$ cat src/include/protect_defs.vh
// constants for the block write-protection logic
`ifndef PROTECT_DEFS_VH
`define PROTECT_DEFS_VH
// command opcodes
`define OP_WRITE_STATUS     8'h01
`define OP_WRITE_ENABLE     8'h06
`define OP_WRITE_DISABLE    8'h04
`define OP_READ_PARAMS_VOL  8'hc0
`define OP_BANK_ADDR_VOL    8'h17
`define OP_WHOLE_ERASE_A    8'hc7
`define OP_WHOLE_ERASE_B    8'h60
// status register bit positions
`define SR_CODE_LSB         2
`define SR_QUAD_BIT         6
`define SR_SWD_BIT          7
`define SR_RESET            8'h00
// map sizes in blocks
`define STD_BLOCKS          13'h1000
`define BIG_BLOCKS          13'h0400
// wishbone register byte addresses
`define ADDR_CMD            4'h0
`define ADDR_STATUS         4'h4
`define ADDR_CONFIG         4'h8
`define ADDR_RESULT         4'hc
// command register fields
`define CMD_OP_LSB          0
`define CMD_DATA_LSB        8
`define CMD_BLOCK_LSB       16
// config register bits
`define CFG_BIG_BIT         0
`define CFG_TBS_BIT         1
`endif

$ cat src/block_write_protect.v
// block write-protection logic with wishbone command and status access
// Notes on behaviour
// - volatile read-params C0h and bank-address 17h need no write enable.
// - program or erase inside a nonzero protected range is inhibited.
// - whole-array erase ignored unless all four protect bits are zero.
// - with write-disable bit 0 the status register is writable regardless of pin.
// - write-disable 1 and protect pin low locks status; write-status ignored.
// - write-disable 1 and protect pin high lets write-status proceed.
// - quad enable 0 uses protect and hold pins; 1 makes them lanes 2 and 3, but here the protect pin level still locks status when quad enable is 1.
// - quad enable is held in the status register, changed only by write-status.
// - standard map: code 0 none, codes 1..12 protect 2^(code-1) blocks.
// - standard map: code 13 protects 3072, 14 protects 3584, 15 all.
// - top select grows down from last block; bottom grows up from block 0.
// - 1024-block map: codes 1..10 protect 2^(code-1), code 11 all.
// - 1024-block map: both upper code bits set protects all blocks.
// - top/bottom select is one-time: once bottom it never returns to top.
// - protect, quad and write-disable bits change only by 01h after enable.
//
// Design decisions made here: the Wishbone slave port and the register addresses.
`timescale 1ns/1ps
`include "protect_defs.vh"
module block_write_protect (
    input  wire        mclk,         // 250 MHz system clock
    input  wire        nrst,         // async reset, active low
    input  wire        wb_cyc_i,     // wishbone cycle
    input  wire        wb_stb_i,     // wishbone strobe
    input  wire        wb_we_i,      // wishbone write
    input  wire [3:0]  wb_adr_i,     // wishbone byte address
    input  wire [3:0]  wb_sel_i,     // wishbone byte selects
    input  wire [31:0] wb_dat_i,     // wishbone write data
    output reg  [31:0] wb_dat_o,     // wishbone read data
    output reg         wb_ack_o,     // wishbone acknowledge
    input  wire        wp_pin_i,     // write-protect pin level
    input  wire        hold_pin_i,   // hold/reset pin level
    output reg         wp_func_o,    // protect pin acts as write protect
    output reg         hold_func_o,  // hold/reset function active
    output reg         lane2_en_o,   // quad_data_lane_2 enabled
    output reg         lane3_en_o,   // quad_data_lane_3 enabled
    output reg         array_go_o,   // one-cycle start of array operation
    output reg  [7:0]  array_op_o    // opcode of started operation
);
    reg  [7:0]  status_r;
    reg         write_en_latch_r;
    reg         top_bottom_select_r;
    reg         big_map_r;
    reg  [2:0]  result_r;
    reg  [7:0]  read_params_r;
    reg  [7:0]  bank_addr_r;
    reg         hold_seen_r;
    wire        wp_level;
    wire        hold_level;
    wire        hit;
    wire        req;
    wire        wr_cmd;
    wire [7:0]  op;
    wire [7:0]  arg;
    wire [11:0] blk;
    wire [3:0]  protect_code;
    wire        status_write_disable;
    wire        quad_lane_enable;
    wire        is_prog_erase;
    wire        is_whole_erase;
    wire        status_locked;

    pin_sync u_wp_sync (
        .mclk (mclk),
        .nrst (nrst),
        .din  (wp_pin_i),
        .dout (wp_level)
    );

    pin_sync u_hold_sync (
        .mclk (mclk),
        .nrst (nrst),
        .din  (hold_pin_i),
        .dout (hold_level)
    );

    assign protect_code         = status_r[`SR_CODE_LSB +: 4];
    assign status_write_disable = status_r[`SR_SWD_BIT];
    assign quad_lane_enable     = status_r[`SR_QUAD_BIT];
    assign req    = wb_cyc_i & wb_stb_i & ~wb_ack_o;
    assign wr_cmd = req & wb_we_i & (wb_adr_i == `ADDR_CMD) & (&wb_sel_i[2:0]);
    assign op     = wb_dat_i[`CMD_OP_LSB +: 8];
    assign arg    = wb_dat_i[`CMD_DATA_LSB +: 8];
    assign blk    = wb_dat_i[`CMD_BLOCK_LSB +: 12];

    range_decode u_range (
        .code       (protect_code),
        .top_bottom (top_bottom_select_r),
        .big_blocks (big_map_r),
        .block      (blk),
        .hit        (hit)
    );

    // program and block/sector erase opcodes that carry a target block
    assign is_prog_erase = (op == 8'h02) | (op == 8'h12) | (op == 8'h32) |
                           (op == 8'h34) | (op == 8'h38) | (op == 8'h3e) |
                           (op == 8'hd7) | (op == 8'h20) | (op == 8'h21) |
                           (op == 8'h52) | (op == 8'h5c) | (op == 8'hd8) |
                           (op == 8'hdc);
    assign is_whole_erase = (op == `OP_WHOLE_ERASE_A) | (op == `OP_WHOLE_ERASE_B);
    assign status_locked  = status_write_disable & ~wp_level;

    // result codes: 0 done, 1 no write enable, 2 protected, 3 locked, 4 unknown
    always @(posedge mclk or negedge nrst) begin
        if (!nrst) begin
            wb_ack_o            <= 1'b0;
            wb_dat_o            <= 32'h00000000;
            status_r            <= `SR_RESET;
            write_en_latch_r    <= 1'b0;
            top_bottom_select_r <= 1'b0;
            big_map_r           <= 1'b0;
            result_r            <= 3'h0;
            read_params_r       <= 8'h00;
            bank_addr_r         <= 8'h00;
            array_go_o          <= 1'b0;
            array_op_o          <= 8'h00;
        end else begin
            wb_ack_o   <= req;
            array_go_o <= 1'b0;
            if (req && !wb_we_i) begin
                case (wb_adr_i)
                    `ADDR_STATUS: wb_dat_o <= {20'h00000, wp_level, hold_seen_r,
                                               write_en_latch_r, 1'b0, status_r};
                    `ADDR_CONFIG: wb_dat_o <= {30'h00000000, top_bottom_select_r, big_map_r};
                    `ADDR_RESULT: wb_dat_o <= {13'h0000, read_params_r, bank_addr_r,
                                               result_r};
                    default:      wb_dat_o <= 32'h00000000;
                endcase
            end
            if (req && wb_we_i && wb_adr_i == `ADDR_CONFIG && wb_sel_i[0]) begin
                big_map_r <= wb_dat_i[`CFG_BIG_BIT];
                if (wb_dat_i[`CFG_TBS_BIT]) begin
                    top_bottom_select_r <= 1'b1;
                end
            end
            if (wr_cmd) begin
                result_r <= 3'h0;
                if (op == `OP_WRITE_ENABLE) begin
                    write_en_latch_r <= 1'b1;
                end else if (op == `OP_WRITE_DISABLE) begin
                    write_en_latch_r <= 1'b0;
                end else if (op == `OP_READ_PARAMS_VOL) begin
                    read_params_r <= arg;
                end else if (op == `OP_BANK_ADDR_VOL) begin
                    bank_addr_r <= arg;
                end else if (op == `OP_WRITE_STATUS) begin
                    if (!write_en_latch_r) begin
                        result_r <= 3'h1;
                    end else if (status_locked) begin
                        result_r <= 3'h3;
                    end else begin
                        status_r         <= arg & 8'hfc;
                        write_en_latch_r <= 1'b0;
                    end
                end else if (is_whole_erase || is_prog_erase) begin
                    if (!write_en_latch_r) begin
                        result_r <= 3'h1;
                    end else if (is_whole_erase && protect_code != 4'h0) begin
                        result_r <= 3'h2;
                    end else if (is_prog_erase && hit) begin
                        result_r <= 3'h2;
                    end else begin
                        array_go_o       <= 1'b1;
                        array_op_o       <= op;
                        write_en_latch_r <= 1'b0;
                    end
                end else begin
                    result_r <= 3'h4;
                end
            end
        end
    end

    // pin function selection follows quad enable
    always @(posedge mclk or negedge nrst) begin
        if (!nrst) begin
            wp_func_o   <= 1'b1;
            hold_func_o <= 1'b1;
            lane2_en_o  <= 1'b0;
            lane3_en_o  <= 1'b0;
            hold_seen_r <= 1'b0;
        end else begin
            wp_func_o   <= ~quad_lane_enable;
            hold_func_o <= ~quad_lane_enable;
            lane2_en_o  <= quad_lane_enable;
            lane3_en_o  <= quad_lane_enable;
            hold_seen_r <= ~quad_lane_enable & ~hold_level;
        end
    end
endmodule

$ cat src/pin_sync.v
// three-stage synchroniser; a change counts once stages two and three agree
`timescale 1ns/1ps
`include "protect_defs.vh"
module pin_sync (
    input  wire mclk,   // system clock
    input  wire nrst,   // async reset, active low
    input  wire din,    // asynchronous pin level
    output reg  dout    // filtered level
);
    reg s1_r;
    reg s2_r;
    reg s3_r;
    always @(posedge mclk or negedge nrst) begin
        if (!nrst) begin
            // start at the idle high level so no false change follows reset
            s1_r <= 1'b1;
            s2_r <= 1'b1;
            s3_r <= 1'b1;
            dout <= 1'b1;
        end else begin
            s1_r <= din;
            s2_r <= s1_r;
            s3_r <= s2_r;
            if (s2_r == s3_r) begin
                dout <= s3_r;
            end
        end
    end
endmodule

$ cat src/range_decode.v
// decides whether a block index falls inside the protected range
`timescale 1ns/1ps
`include "protect_defs.vh"
module range_decode (
    input  wire [3:0]  code,       // protect code
    input  wire        top_bottom, // 0 top end, 1 bottom end
    input  wire        big_blocks, // 1024-block map
    input  wire [11:0] block,      // target block index
    output reg         hit         // block is protected
);
    reg [12:0] count;
    reg [12:0] total;
    always @* begin
        total = big_blocks ? `BIG_BLOCKS : `STD_BLOCKS;
        count = 13'h0000;
        if (code != 4'h0) begin
            count = 13'h0001 << (code - 4'h1);
        end
        if (big_blocks) begin
            if (code >= 4'hb) begin
                count = `BIG_BLOCKS;
            end
        end else begin
            case (code)
                4'hd:    count = 13'h0c00;
                4'he:    count = 13'h0e00;
                4'hf:    count = `STD_BLOCKS;
                default: count = count;
            endcase
        end
        if (big_blocks && block[11:10] != 2'b00) begin
            hit = 1'b0;
        end else if (top_bottom) begin
            hit = ({1'b0, block} < count);
        end else begin
            hit = ({1'b0, block} >= total - count);
        end
    end
endmodule

$ cat config.mk
export PLATFORM = sky130hd
export DESIGN_NAME = block_write_protect
export DESIGN_NICKNAME = d
export VERILOG_FILES = /design/src/block_write_protect.v /design/src/pin_sync.v /design/src/range_decode.v
export VERILOG_INCLUDE_DIRS = /design/src /design/src/include
export SDC_FILE = /design/constraint.sdc
export NUM_CORES = 1
export LEC_CHECK = 0
export BUFFER_PORTS_ARGS = -buffer_cell sky130_fd_sc_hd__buf_2
export CAP_MARGIN = 20
export CORE_MARGIN = 4
export CORE_UTILIZATION = 54
export CTS_CLUSTER_SIZE = 28
export DETAILED_ROUTE_END_ITERATION = 12
export GPL_TIMING_DRIVEN = 0
export PLACE_DENSITY_LB_ADDON = 0.15
export SYNTH_ARGS = -nofsm -noshare
export SYNTH_HDL_FRONTEND = slang
export SYNTH_SLANG_ARGS = --single-unit
export TNS_END_PERCENT = 10
$ cat constraint.sdc
create_clock -name mclk -period 5.3 [get_ports mclk]
set_input_delay 1.06 -clock mclk [delete_from_list [all_inputs] [get_ports mclk]]
set_output_delay 1.06 -clock mclk [all_outputs]
set_load 0.02 [all_outputs]
; ---- Yosys cells after proc, flatten, opt, wreduce, memory -nomap -nowiden
; Cells that the tools add are included.
[totals]
ff_bits = 81
output_inout_bits = 46
[op_classes]
addsub = 2
n_lt_le_gt_ge = 3
eq_ne = 30
shift = 1
muxes = 40
bitwise = 32
reduce_logical = 20
[op_table]
columns = op, count
row1 = 19-bit one-hot mux with 3 select lines, 1
row2 = 13-bit 2-to-1 mux, 4
row3 = 8-bit by 6-bit == test with 1-bit output (second input constant), 6
row4 = 8-bit == test (second input constant), 5
row5 = 13-bit one-hot mux with 3 select lines, 1
row6 = 8-bit by 7-bit == test with 1-bit output (second input constant), 3
row7 = 1-bit 2-to-1 mux, 23
row8 = 4-bit == test (second input constant), 5
row9 = 3-bit 2-to-1 mux, 6
row10 = 8-bit by 3-bit == test with 1-bit output (second input constant), 2
row11 = 8-bit by 5-bit == test with 1-bit output (second input constant), 2
row12 = 12-bit by 13-bit >= comparator with 1-bit output, 1
row13 = 12-bit by 13-bit less-than comparator with 1-bit output, 1
row14 = 1-bit bitwise OR, 13
row15 = 1-bit by 4-bit << shifter with 13-bit output (first input constant), 1
row16 = 13-bit subtractor, 1
row17 = 1-bit NOT, 12
row18 = 2-bit 2-to-1 mux, 5
row19 = 10-bit AND reduction, 1
row20 = 8-bit by 1-bit == test with 1-bit output (second input constant), 1
row21 = 8-bit by 2-bit == test with 1-bit output (second input constant), 1
row22 = 4-bit AND reduction, 2
row23 = 8-bit AND reduction, 1
row24 = 4-bit nonzero test, 2
row25 = other kinds (14), 28

; ---- Depth between registers and ports, before layout
[depth]
depth_word = 24
mapped_depth = 18

; ---- Hierarchy
; From an unflattened synthesis, not the netlist that was laid out.
[unflattened]
cells_unflattened = 391
area_unflattened_um2 = 4056.4
[by_module_without_submodules]
columns = module, instances, cells_each, area_per_inst_um2, seq_area_each_um2
row1 = block_write_protect, 1, 240, 2852.7, 1502.7
row2 = range_decode, 1, 141, 970.9, 0.0
row3 = pin_sync, 2, 5, 116.4, 105.1

; ---- Worst setup path before layout
; OpenSTA, ideal clock, no wires.
[synth_timing]
path_kind = register to register
from = register status_r[4]
to = register array_op_o[1]
arrival_ps = 3769
path_slack_ps = 1406
stages_incl_launch_ff = 18
n_path_buf = 3
synth_period_minus_slack_ps = 3894
path_cell_list = dfrtp_1 > clkbuf_1 > buf_1 > nor2_1 > nand2_1 > ha_1 > clkbuf_1 > nor2b_1 > nand2_1 > o211ai_1 > o21ai_0 > ha_1 > or3_1 > a2111oi_0 > o31ai_1 > a31oi_1 > nand2_4 > mux2_4
[synth_via]
elab_chain_len = 12
elab_cells_between_ends = 21
[synth_lines]
columns = item, line_no
row1 = "start, declared", block_write_protect.v:42  ; reg [7:0] status_r;
row2 = "start signal, assigned", block_write_protect.v:110  ; status_r <= `SR_RESET;
row3 = "start signal, assigned", block_write_protect.v:154  ; status_r <= arg & 8'hfc;
row4 = 4-bit by 1-bit subtractor with 4-bit output, range_decode.v:17  ; count = 13'h0001 << (code - 4'h1);
row5 = 1-bit by 4-bit << shifter with 13-bit output, range_decode.v:17
row6 = 13-bit 2-to-1 mux, range_decode.v:16  ; if (code != 4'h0) begin
row7 = 13-bit one-hot mux with 3 select lines / 13-bit 2-to-1 mux (equally long branches), "range_decode.v:24, range_decode.v:20"
row8 = 13-bit 2-to-1 mux, range_decode.v:19  ; if (big_blocks) begin
row9 = 13-bit subtractor, range_decode.v:36  ; hit = ({1'b0, block} >= total - count);
row10 = 12-bit by 13-bit >= comparator with 1-bit output, range_decode.v:36
row11 = 1-bit 2-to-1 mux, range_decode.v:33  ; end else if (top_bottom) begin
row12 = 1-bit 2-to-1 mux, range_decode.v:31  ; if (big_blocks && block[11:10] != 2'b00) begin
row13 = 1-bit logical AND, block_write_protect.v:162  ; end else if (is_prog_erase && hit) begin
row14 = 1-bit NOT (no line), -
row15 = 10-bit AND reduction (no line) (*), -
row16 = "end signal, assigned", block_write_protect.v:166  ; array_op_o <= op;
row17 = "end, declared", block_write_protect.v:40  ; output reg [7:0] array_op_o
; Every way passes the cells marked *; elsewhere a longest branch is shown, timed or not.
; A chain may end at the register's enable or synchronous reset.

; ---- Worst setup path after layout
[layout_timing]
from = register status_r[4]
to = register array_op_o[6]
; The elaborated chain is that of the path after synthesis.

==> impl_metrics.ini <==
[logic_synthesis]
synth_top_flop_cell = dfrtp_1
synth_top_cell_area_share_pct = 37.0
synth.avg_cell_area_um2 = 9.96
synthTopCellsByCount = dfrtp_1, nand2_1, nor2_1
synthCells = 400
yosys.area.top_type = dfrtp_1
synth_edf_count = 0
synth_seq_area_share_pct = 43.0
ys_seq_elements = 68
synthTopCellsByArea = dfrtp_1, ha_1, dfstp_2
syn_area_um2 = 3990
yosys.cell_count.top_type = dfrtp_1
async_flop_share_pct = 100
ys_types = 59
yosysWarnings = 0

[route]
drcViolationCount = 0
ant_nets = 0
vias = 3268
viasPerCell = 5.48
first_pass_iters = 5
wire_per_inst_um = 15.5
drt_iter0_drc = 181
wl_mm = 9.27

[timing]
max_freq_mhz = 213
report.final.slew_viol_count = 0
finalSetupViolCount = 0
final.setup.tns_ns = 0
rsz0062_at_grt = no
layout_setup_ws_ns = 0.596
hold_viol = 0
tightest_slew_ns = 0.988
relSlewSlack_pct = 33.7
final.period_utilization_pct = 88.8
finClkSkew_ns = 0.0135
period_needed_ns = 4.70

[final_layout]
nFillCells = 615
syn_to_final_growth_pct = 17.3
finish.instance_area_um2 = 4670
fin_util_pct = 64.8
nets = 563
diodes = 0
drive_above_1_share_pct = 28.6

[clock_tree]
cts_hold_buf = 0
clk_pin_slew_worst_paths_ns = 0.07
clk_latency_ns = 0.35
postCtsSetupBuffers = 0
post_cts_resized = 0
cts.sinks = 68
htree_levels = 3
root_buffer = clkbuf_8
cts.path.max_buffers = 2
cts_made_buffers = 9
cts_tree = yes

[grt]
grt_pass1_wl_mm = 15.3
grt_max_degree = 69
grt_pass1_vias = 3210
overflow = 0
antenna_found_initial = 0
track_usage_pct = 22.0

[power]
p_leak_nw = 2.31
p_switching_mw = 0.258
power_mw = 1.01
powerDensity_nw_per_um2 = 215
p_int_mw = 0.748
comb_power_share_pct = 9.9
switching_share_pct = 25.7
pwr-share-clk_pct = 37.3
seqPwrFrac_pct = 52.8
peakVddDrop_mv = 0.205

[setup_path]
worstPathArrival_ns = 4.93
slowest_stage = a31oi_1
required_ns = 5.52
crit_type = reg2reg
crit_chain = clkbuf_1 -> clkbuf_2 -> nor2_1 -> nand2_1 -> ha_1 -> clkbuf_1 -> nor2b_1 -> nand2_1 -> o211ai_1 -> o21ai_0 -> ha_1 -> or3_1 -> a2111oi_0 -> o31ai_1 -> a31oi_1 -> nand2_4 -> mux2_4
cp.buffers_inverters = 3
max_stage_delay_ns = 0.48
start_kind = flip-flop
crit_family = compound AO/OA/AOI/OAI gates
critPathMaxFanout = 10
endpoint_kind = flip-flop

[floorplanning]
die_width_um = 93.9
die_height_um = 93.9
dieArea_um2 = 8820
start_util_pct = 55.2
ios = 93
coreArea_um2 = 7210
fp-row-count = 31

[job]
cap_violations = 0

[placed_design]
place_ws_ns = 0.535
io_buffers = 69
routabilityCongestion = 0.862
placed_area_um2 = 4500
hpwl_mm = 6.97

[status]
outcome = finished clean

[worst_hold_path]
hold_path_class = reg2reg
power groups by stage:
stage               clock, mW  sequential, mW  combinational, mW
detailed placement          0           0.542             0.0994
floorplan                   0           0.541             0.0564
CTS                     0.383           0.532              0.100
finish                  0.375           0.532             0.0995
global placement            0           0.541             0.0971
global route            0.406           0.532              0.113
layout make-up:
| cell class | instances | area, um^2 | share of cell area [%] |
|---|---|---|---|
| Inverter | 10 | 37.5 | 0.803 |
| Sequential cell | 68 | 1710 | 36.6 |
| Buffer | 37 | 200 | 4.28 |
| Timing Repair Buffer | 69 | 348 | 7.44 |
| Tap cell | 99 | 124 | 2.65 |
| Clock buffer | 12 | 145 | 3.10 |
| Clock inverter | 4 | 26.3 | 0.562 |
| Multi-Input combinational cell | 297 | 2080 | 44.5 |
metrics by stage:
stage	hold WS [ns]	instances
after global routing	0.364	596
after global placement	0.346	580
after floorplan	0.345	412
after CTS	0.361	596
final	0.358	596
after detailed placement	0.350	580
kinds of logic (layout without fill, tap and decap cells):
| group | count (synthesis) | after routing | synth area share (%) |
|---|---|---|---|
| simple gates | 131 | 131 | 16.7 |
| compound gates | 91 | 91 | 15.8 |
| flops | 68 | 68 | 43.0 |
| buf+inv | 47 | 132 | 5.93 |
| mux | 32 | 32 | 9.61 |
| fa+ha+maj | 26 | 26 | 8.04 |
| xor+xnor | 4 | 4 | 0.879 |
| other cells | 1 | 13 | 0.0941 |
flip-flops by register name (all words and copies together), names as in the netlist, 3 cells and up:
register,flops
result_r,3
read_params_r,8
bank_addr_r,8
status_r,6
array_op_o,8
wb_dat_o,19
path summary, 6_finish.rpt:
path | start | endpoint | slack (ns) | cells past startpoint
max in group asynchronous | nrst | array_op_o[6] | 3.93 | 1
min in group asynchronous | nrst | wb_dat_o[5] | 0.82 | 1
min reg2reg | u_hold_sync.s1_r | u_hold_sync.s2_r | 0.36 | 0
max reg2reg | status_r[4] | array_op_o[6] | 0.60 | 17
min | u_hold_sync.s1_r | u_hold_sync.s2_r | 0.36 | 0
max | status_r[4] | array_op_o[6] | 0.60 | 17
worst reg2reg max path, delay by kind of cell, from the launching register on:
family          cells  cell delay (ns)
buf+inv             3             1.05
simple gates        6             1.15
flops               1             0.41
compound gates      5             1.26
fa+ha+maj           2             0.37
mux                 1             0.34
cells in the final DEF, fill, tap and decap left out, types with 10 or more instances in the layout:
cell type  netlist  final
ha_1            24     24
dfrtp_1         59     59
buf_4           15     16
conb_1           1     13
buf_2            3     71
clkbuf_1        17     19
clkbuf_8         0     10
nand2_1         38     38
o21ai_0         26     26
mux2_2          17     17
a22o_1          10     10
inv_1           10     10
nor2_1          29     29
per-layer routing:
layer / global-route usage [%] / routed length [um] / vias up
li1: - / - / 1603
met5: 0 / 0 / -
met3: 4.33 / 473 / 14
met4: 8.66 / 170 / 0
met2: 34.9 / 4470 / 102
met1: 29.7 / 4150 / 1549
Power figures use the tool's default switching activity.
